### src/hdl/clm_pkg.sv
// Package of offsets, field positions, reset values and timing for the lock/ppm monitor
package clm_pkg;
  // Register offsets (channel register space, 8-bit registers)
  localparam logic [7:0] CLM_OFS_LOCK_CTRL  = 8'h34;  // Lock supervision control
  localparam logic [7:0] CLM_OFS_PPM_CTRL   = 8'h35;  // Tolerance scale and measure control
  localparam logic [7:0] CLM_OFS_PPM_ERR_LO = 8'h3b;  // Ppm error result, low byte
  localparam logic [7:0] CLM_OFS_PPM_ERR_HI = 8'h3c;  // Ppm error result, high byte
  localparam logic [7:0] CLM_OFS_PPM_DELTA  = 8'h64;  // Ppm delta tolerance base
  // Field positions
  localparam int CLM_BIT_PPM_RDY   = 7;  // Ready flag in lock control register
  localparam int CLM_BIT_RETRY_HI  = 5;  // lock_retry_count_hi
  localparam int CLM_BIT_RETRY_LO  = 4;  // lock_retry_count_lo
  localparam int CLM_BIT_SCALE_HI  = 7;  // tolerance_scale_hi
  localparam int CLM_BIT_SCALE_LO  = 6;  // tolerance_scale_lo
  localparam int CLM_BIT_GET_PPM   = 5;  // Manual capture trigger
  // Reset values
  localparam logic [7:0] CLM_RST_LOCK_CTRL = 8'h3f;
  localparam logic [7:0] CLM_RST_PPM_CTRL  = 8'h1f;
  localparam logic [7:0] CLM_RST_DELTA     = 8'h00;
  // Lock check spacing in ns and derived cycle count at 50 MHz
  localparam int CLM_CLK_NS         = 20;
  localparam int CLM_CHECK_NS       = 1000;
  localparam int CLM_CHECK_CYC      = (CLM_CHECK_NS / CLM_CLK_NS < 1) ? 1
                                      : CLM_CHECK_NS / CLM_CLK_NS;
  // Continuous ppm refresh interval
  localparam int CLM_REFRESH_NS     = 10000;
  localparam int CLM_REFRESH_CYC    = CLM_REFRESH_NS / CLM_CLK_NS;
  typedef enum logic [1:0] {CLM_UNLOCKED, CLM_LOCKED, CLM_RECHECK} clm_lock_st_t;
endpackage

### src/hdl/clm_tick.sv
// Divider producing a one-cycle enable pulse every PERIOD clocks
`timescale 1ns/1ps
module clm_tick #(
  parameter int PERIOD = 50
) (
  input  wire logic ref_clk,  // System clock
  input  wire logic rst,      // Synchronous reset, active high
  output logic      tick      // One-cycle pulse
);
  logic [15:0] cnt_reg;
  logic [15:0] cnt_next;

  // Count down and wrap, pulsing at zero
  always_comb begin
    cnt_next = (cnt_reg == 16'h0000) ? 16'(PERIOD - 1) : cnt_reg - 16'h0001;
  end

  always_ff @(posedge ref_clk) begin
    if (rst) begin
      cnt_reg <= 16'h0000;
    end else begin
      cnt_reg <= cnt_next;
    end
  end

  assign tick = (cnt_reg == 16'h0000) && !rst;
endmodule

### src/hdl/clm_monitor.sv
// Lock supervision and ppm error measurement for one CDR channel
`timescale 1ns/1ps
// Overview of operation
// - Once locked, recheck failed criteria up to programmed 0..3 extra times, then drop.
// - Lock regained during rechecks keeps lock high and zeroes the check counter.
// - Scale ppm delta tolerance: x1, +bits3:1, x2, or x2 plus bits3:1.
// - Capture bit computes ppm error into two result registers, then self-clears.
// - Without trigger, ppm error result refreshes continuously.
// - Ready flag shows a ppm error count is available in result registers.
module clm_monitor
  import clm_pkg::*;
(
  input  wire logic        ref_clk,       // System clock, 50 MHz
  input  wire logic        rst,           // Synchronous reset, active high
  input  wire logic        reg_wr,        // Register write strobe
  input  wire logic        reg_rd,        // Register read strobe
  input  wire logic [7:0]  reg_addr,      // Register offset
  input  wire logic [7:0]  reg_wdata,     // Register write data
  output logic      [7:0]  reg_rdata,     // Register read data
  input  wire logic        crit_ok_pin,   // Raw lock criteria met (async)
  input  wire logic [15:0] ppm_count,     // Frequency offset count (async)
  output logic             lock_out,      // Lock indication
  output logic      [8:0]  tol_scaled     // Scaled ppm delta tolerance
);
  // Synchronisers for outside inputs
  logic        ok_s1_reg, ok_s2_reg;
  logic [15:0] cnt_s1_reg, cnt_s2_reg;

  always_ff @(posedge ref_clk) begin
    ok_s1_reg  <= crit_ok_pin;
    ok_s2_reg  <= ok_s1_reg;
    cnt_s1_reg <= ppm_count;
    cnt_s2_reg <= cnt_s1_reg;
  end

  // Enable pulses for lock checks and continuous refresh
  logic check_tick;
  logic refresh_tick;

  clm_tick #(.PERIOD(CLM_CHECK_CYC)) u_check_tick (
    .ref_clk (ref_clk),
    .rst     (rst),
    .tick    (check_tick)
  );

  clm_tick #(.PERIOD(CLM_REFRESH_CYC)) u_refresh_tick (
    .ref_clk (ref_clk),
    .rst     (rst),
    .tick    (refresh_tick)
  );

  // Register state
  logic [7:0]   lock_ctrl_reg, lock_ctrl_next;
  logic [7:0]   ppm_ctrl_reg, ppm_ctrl_next;
  logic [7:0]   delta_reg, delta_next;
  logic [15:0]  ppm_err_reg, ppm_err_next;
  logic         rdy_reg, rdy_next;
  logic [15:0]  hold_reg, hold_next;
  clm_lock_st_t st_reg, st_next;
  logic [1:0]   fail_cnt_reg, fail_cnt_next;
  logic         lock_reg, lock_next;
  logic         capture;
  logic [1:0]   retry_limit;
  logic [1:0]   scale;

  assign retry_limit = {lock_ctrl_reg[CLM_BIT_RETRY_HI], lock_ctrl_reg[CLM_BIT_RETRY_LO]};
  assign scale       = {ppm_ctrl_reg[CLM_BIT_SCALE_HI], ppm_ctrl_reg[CLM_BIT_SCALE_LO]};

  // Manual trigger forces a capture; otherwise refresh tick does
  assign capture = ppm_ctrl_reg[CLM_BIT_GET_PPM] || refresh_tick;

  // Register file, result capture and ready flag
  always_comb begin
    lock_ctrl_next = lock_ctrl_reg;
    ppm_ctrl_next  = ppm_ctrl_reg;
    delta_next     = delta_reg;
    ppm_err_next   = ppm_err_reg;
    rdy_next       = rdy_reg;
    hold_next      = hold_reg;
    if (reg_wr) begin
      case (reg_addr)
        CLM_OFS_LOCK_CTRL: begin
          lock_ctrl_next = reg_wdata;
          rdy_next       = reg_wdata[CLM_BIT_PPM_RDY];
        end
        CLM_OFS_PPM_CTRL:  ppm_ctrl_next = reg_wdata;
        CLM_OFS_PPM_DELTA: delta_next    = reg_wdata;
        default: ;
      endcase
    end
    // Reading the low byte freezes the high byte so both halves match
    if (reg_rd && reg_addr == CLM_OFS_PPM_ERR_LO) begin
      hold_next = ppm_err_reg;
    end
    // Capture beats a concurrent clear of the ready flag
    if (capture) begin
      ppm_err_next = cnt_s2_reg;
      rdy_next     = 1'b1;
      // A trigger written in this very cycle survives, so the request is never lost
      if (!(reg_wr && reg_addr == CLM_OFS_PPM_CTRL)) begin
        ppm_ctrl_next[CLM_BIT_GET_PPM] = 1'b0;
      end
    end
  end

  always_ff @(posedge ref_clk) begin
    if (rst) begin
      lock_ctrl_reg <= CLM_RST_LOCK_CTRL;
      ppm_ctrl_reg  <= CLM_RST_PPM_CTRL;
      delta_reg     <= CLM_RST_DELTA;
      ppm_err_reg   <= 16'h0000;
      rdy_reg       <= 1'b0;
      hold_reg      <= 16'h0000;
    end else begin
      lock_ctrl_reg <= lock_ctrl_next;
      ppm_ctrl_reg  <= ppm_ctrl_next;
      delta_reg     <= delta_next;
      ppm_err_reg   <= ppm_err_next;
      rdy_reg       <= rdy_next;
      hold_reg      <= hold_next;
    end
  end

  // Lock supervision state machine, evaluated on each check tick
  always_comb begin
    st_next       = st_reg;
    fail_cnt_next = fail_cnt_reg;
    lock_next     = lock_reg;
    if (check_tick) begin
      case (st_reg)
        CLM_UNLOCKED: begin
          if (ok_s2_reg) begin
            st_next       = CLM_LOCKED;
            lock_next     = 1'b1;
            fail_cnt_next = 2'h0;
          end
        end
        CLM_LOCKED: begin
          if (!ok_s2_reg) begin
            if (retry_limit == 2'h0) begin
              st_next       = CLM_UNLOCKED;
              lock_next     = 1'b0;
              fail_cnt_next = 2'h0;
            end else begin
              st_next       = CLM_RECHECK;
              fail_cnt_next = 2'h1;
            end
          end
        end
        CLM_RECHECK: begin
          if (ok_s2_reg) begin
            st_next       = CLM_LOCKED;
            fail_cnt_next = 2'h0;
          end else if (fail_cnt_reg >= retry_limit) begin
            st_next       = CLM_UNLOCKED;
            lock_next     = 1'b0;
            fail_cnt_next = 2'h0;
          end else begin
            fail_cnt_next = fail_cnt_reg + 2'h1;
          end
        end
        default: begin
          st_next       = CLM_UNLOCKED;
          lock_next     = 1'b0;
          fail_cnt_next = 2'h0;
        end
      endcase
    end
  end

  always_ff @(posedge ref_clk) begin
    if (rst) begin
      st_reg       <= CLM_UNLOCKED;
      fail_cnt_reg <= 2'h0;
      lock_reg     <= 1'b0;
    end else begin
      st_reg       <= st_next;
      fail_cnt_reg <= fail_cnt_next;
      lock_reg     <= lock_next;
    end
  end

  assign lock_out = lock_reg;

  // Tolerance scaling; one extra bit keeps the doubled value from wrapping
  logic [8:0] tol_next;
  logic [8:0] tol_reg;

  always_comb begin
    case (scale)
      2'b00:   tol_next = {1'b0, delta_reg};
      2'b01:   tol_next = {1'b0, delta_reg} + {6'h00, delta_reg[3:1]};
      2'b10:   tol_next = {delta_reg, 1'b0};
      2'b11:   tol_next = {delta_reg, 1'b0} + {6'h00, delta_reg[3:1]};
      default: tol_next = {1'b0, delta_reg};
    endcase
  end

  always_ff @(posedge ref_clk) begin
    if (rst) begin
      tol_reg <= 9'h000;
    end else begin
      tol_reg <= tol_next;
    end
  end

  assign tol_scaled = tol_reg;

  // Read mux, registered; unmapped offsets read zero
  logic [7:0] rdata_next;
  logic [7:0] rdata_reg;

  always_comb begin
    case (reg_addr)
      CLM_OFS_LOCK_CTRL:  rdata_next = {rdy_reg, lock_ctrl_reg[6:0]};
      CLM_OFS_PPM_CTRL:   rdata_next = ppm_ctrl_reg;
      CLM_OFS_PPM_ERR_LO: rdata_next = ppm_err_reg[7:0];
      CLM_OFS_PPM_ERR_HI: rdata_next = hold_reg[15:8];
      CLM_OFS_PPM_DELTA:  rdata_next = delta_reg;
      default:            rdata_next = 8'h00;
    endcase
  end

  always_ff @(posedge ref_clk) begin
    if (rst) begin
      rdata_reg <= 8'h00;
    end else begin
      rdata_reg <= rdata_next;
    end
  end

  assign reg_rdata = rdata_reg;
endmodule

### config.mk
export PLATFORM = sky130hd
export DESIGN_NAME = clm_monitor
export DESIGN_NICKNAME = d
export VERILOG_FILES = /design/src/hdl/clm_pkg.sv /design/src/hdl/clm_tick.sv /design/src/hdl/clm_monitor.sv
export SDC_FILE = /design/constraint.sdc
export NUM_CORES = 1
export LEC_CHECK = 0
export ABC_CLOCK_PERIOD_IN_PS = 2550
export BUFFER_PORTS_ARGS = -buffer_cell sky130_fd_sc_hd__buf_2
export CAP_MARGIN = 10
export CORE_ASPECT_RATIO = 2
export CORE_UTILIZATION = 53
export DETAILED_ROUTE_END_ITERATION = 12
export MAX_ROUTING_LAYER = met4
export PLACE_DENSITY = 0.7
export SYNTH_ARGS = -nofsm -noshare
export SYNTH_HDL_FRONTEND = slang
export SYNTH_HIERARCHICAL = 1
export SYNTH_SLANG_ARGS = --single-unit
### constraint.sdc
create_clock -name ref_clk -period 2.55 [get_ports ref_clk]
set_input_delay 0 -clock ref_clk [delete_from_list [all_inputs] [get_ports ref_clk]]
set_output_delay 0 -clock ref_clk [all_outputs]
set_load 0.02 [all_outputs]
==> metrics.md <==
| Metric | Value |
|---|---|
| CP max FO | 8 |
| Tot GR Track Use | a little under a quarter |
| Postcts setup bufs | 0 |
| Pwr Density | 966 nW/um^2 |
| Root Buffer | clkbuf_16 |
| Post-Syn Area per Cell | 9.56 sq um |
| P_sw | 0.00209 W |
| Cts bufs inserted | 17 |
| Largest net degree at the start of global routing | 35 |
| CP Launch Type | register |
| Post-synthesis register bit count | 136 |
| DRT Pass-1 Iters | 4 |
| Lkg Pwr | 2.88 nW |
| Yosys top cell by area | dfxtp_1 |
| Yosys warning count | 6 |
| Depth of the most critical reg-to-reg path | 8 |
| Fin crit share | 86.5% |
| Synth Cell Area | ~5700 sq um |
| Antenna Nets Post-Route | 0 |
| Initial antenna violation count | 0 |
| Seq/Total Area, Yosys | 48.1% |
| # diodes | 0 |
| Die height | 148 um |
| Peak supply drop | 0.801 mV |
| Final Hold Violating Endpoints | 0 |
| Number of setup violations in the final report | 0 |
| CTS tree | yes |
| Final Net Count | 723 |
| GRT Residual Overflow | 0 |
| Synth top area share | 48.1% |
| Setup TNS | 0 ns |
| Starting DRT DRC Count | 176 |
| Gpl congestion | between 0.8 and 0.9 |
| Std cell rows | 53 |
| PortBufs | 54 |
| Ys flop type | dfxtp_1 |
| CP Data Arrival Time | 2.49 ns |
| Post-synth cell types | 63 |
| Largest cells by area after synthesis | dfxtp_1 48%, mux2i_1 6.0%, nor2_1 5.0% |
| Reg2reg setup slack | 0.34 ns |
| Worst Tran Pin Value | 0.987 ns |
| Layout cells sized above 1 | a little under a fifth |
| Sw frac | 31.5% |
| Max-cap violations | 0 |
| Final Critical Period | 2.21 ns |
| Drt total wl | 11,500 um |
| Post-Syn Instances | 592 |
| Vias in the first global route | between 4,000 and 5,000 |
| Worst hold stages | 4 |
| DRC | 0 |
| Total clock sinks | 136 |
| Core area | 10,500 sq um |
| Clock Skew | between 0.01 and 0.015 ns |
| RR Endpoint | tol_scaled[6] |
| Crit path required time | between 2 and 3 ns |
| Fmax | roughly 450 MHz |
| Routed WL per cell | 14.0 um |
| Area delta synth->final | 21.2% |
| Pint | around 0.0045 W |
| R2r startpoint | delta_reg[1] |
| Post-DP HPWL | 8140 um |
| Hold worst-path end | lock_ctrl_reg[5] |
| Clock Latency Late Sink | 0.41 ns |
| Gate power share | between 20% and 30% |
| Final hold slack | 0.0689 ns |
| Register share of total power | about two fifths |
| Die width | roughly 75 um |
| Setup CP Type | reg2reg |
| Synth async-reset ratio | 0% |
| Outcome | completed |
| IO Pins | 55 |
| Worst setup EP type | register |
| Via-per-instance ratio | 5.26 |
| Number of synthesized flops with an enable pin | 0 |
| Vias | 4,314 |
| Hold path start | reg_wr |
| Die area | 11,100 sq um |
| CTS Buffer Depth | 2 |
| Initial Util | 54.0% |
| HP Class | in2reg |
| H-Tree Depth | 4 |
| Rel. slew slack | 33.9% |
| RSZ-0062 raised after global routing | no |
| Clock share of power | 36.5% |
| Fin. max-slew vios | 0 |
| First-pass GRT wire length | 19,000 um |
| Syn nets | 645 |
| Clk slew on worst S/H paths | ~0.060 ns |
through the flow:
step	total power [W]	setup WS [ns]	cells	instance area (sq um)	util [%]
detailed placement	0.00421	0.364	763	6020	57.5
CTS	0.00667	0.346	820	6860	65.5
finish	0.00663	0.344	820	6860	65.5
global route	0.00697	0.173	820	6860	65.5
global placement	0.00415	0.465	763	6020	57.5
floorplan	0.00390	0.514	592	5660	-
how the worst max path moves through the flow:
stage	startpoint	endpoint	slack [ns]	cells past startpoint
finish	delta_reg[1]	tol_scaled[6]	0.34	8
global route	u_refresh_tick/cnt_reg[0]	ppm_err_reg[1]	0.17	8
CTS	u_refresh_tick/cnt_reg[0]	ppm_err_reg[13]	0.35	8
detailed placement	u_refresh_tick/cnt_reg[0]	ppm_err_reg[9]	0.36	8
global placement	delta_reg[1]	tol_scaled[6]	0.46	8
floorplan	u_refresh_tick/cnt_reg[5]	ppm_err_reg[10]	0.51	8
power groups by stage:
stage	registers, W	clock network, W	logic (W)
3_5_place_dp	0.00272	0	0.00149
3_3_place_gp	0.00270	0	0.00145
5_1_grt	0.00272	0.00255	0.00170
4_1_cts	0.00267	0.00246	0.00153
2_1_floorplan	0.00266	0	0.00124
6_report	0.00268	0.00242	0.00153
synthesized netlist by cell type, drive strengths merged, types with 2 or more instances:
cell,instances
or3b,2
nor2,83
o22ai,2
or3,2
or2,2
o211ai,2
nand2,65
nand3,14
nor3b,3
nand4b,3
buf,10
a211oi,6
o21a,7
nor3,13
and2,3
or4,2
nand4,10
a21oi,45
clkbuf,16
a22oi,14
nand2b,6
a31oi,3
ha,14
nor4,12
mux2i,34
dfxtp,136
xnor2,16
fa,2
xor2,18
a2111oi,2
nor2b,8
o21ai,6
inv,17
timing repair:
action                                 CTS  global route
resized for setup                        0             0
hold buffers                            25             0
endpoints found under the hold margin   41             0
cells in the final DEF (no fill, tap or decap), types with 5 or more instances in the layout:
cell type,Yosys,layout
o21ai_0,6,6
o21a_1,7,7
nor2_2,5,5
nor3_1,11,11
inv_1,17,17
clkbuf_16,0,17
nand3_1,10,10
a22oi_1,14,14
ha_1,14,14
nand4_1,9,9
a211oi_1,6,6
a21oi_1,45,45
mux2i_1,34,34
buf_4,2,6
nor4_1,6,6
nor2b_1,8,8
nand2b_1,6,6
nand2_1,65,65
dlygate4sd3_1,0,25
inv_6,0,7
nor2_1,76,76
buf_2,5,54
dfxtp_1,136,136
xnor2_1,16,16
xor2_1,18,18
area by class of cell:
cell class / instances / area, sq um
clock buffer: 17 / 425
clock inverter: 15 / 163
fill: 903 / 3620
inverter: 17 / 63.8
multi-input combinational: 413 / 2750
sequential: 136 / 2720
tap: 137 / 171
timing repair buffer: 85 / 566
logic make-up after synthesis:
family | share of synthesized area [%]
buffers and inverters | 3.36
adders and majority gates | 3.80
and+or+nand+nor | 22.5
AOI/OAI and AO/OA | 10.7
DFF | 48.1
muxes | 6.21
xor gates and xnor gates | 5.26
routing by layer:
metal	wire length [um]	global-route usage, %	up-vias
met5	0	-	-
met4	295	11.4	0
met3	294	4.20	25
met2	6460	41.9	73
met1	4410	22.7	2022
li1	-	-	2194
worst max-delay path: stages, from the launching register on:
cell	delay (ns)
dfxtp_1	0.48
ha_1	0.23
inv_1	0.06
fa_1	0.40
nor2b_1	0.18
o211ai_1	0.11
mux2_2	0.26
nor2_1	0.04
a2111oi_0	0.34
No activity file was read; power rests on OpenSTA's default activity.
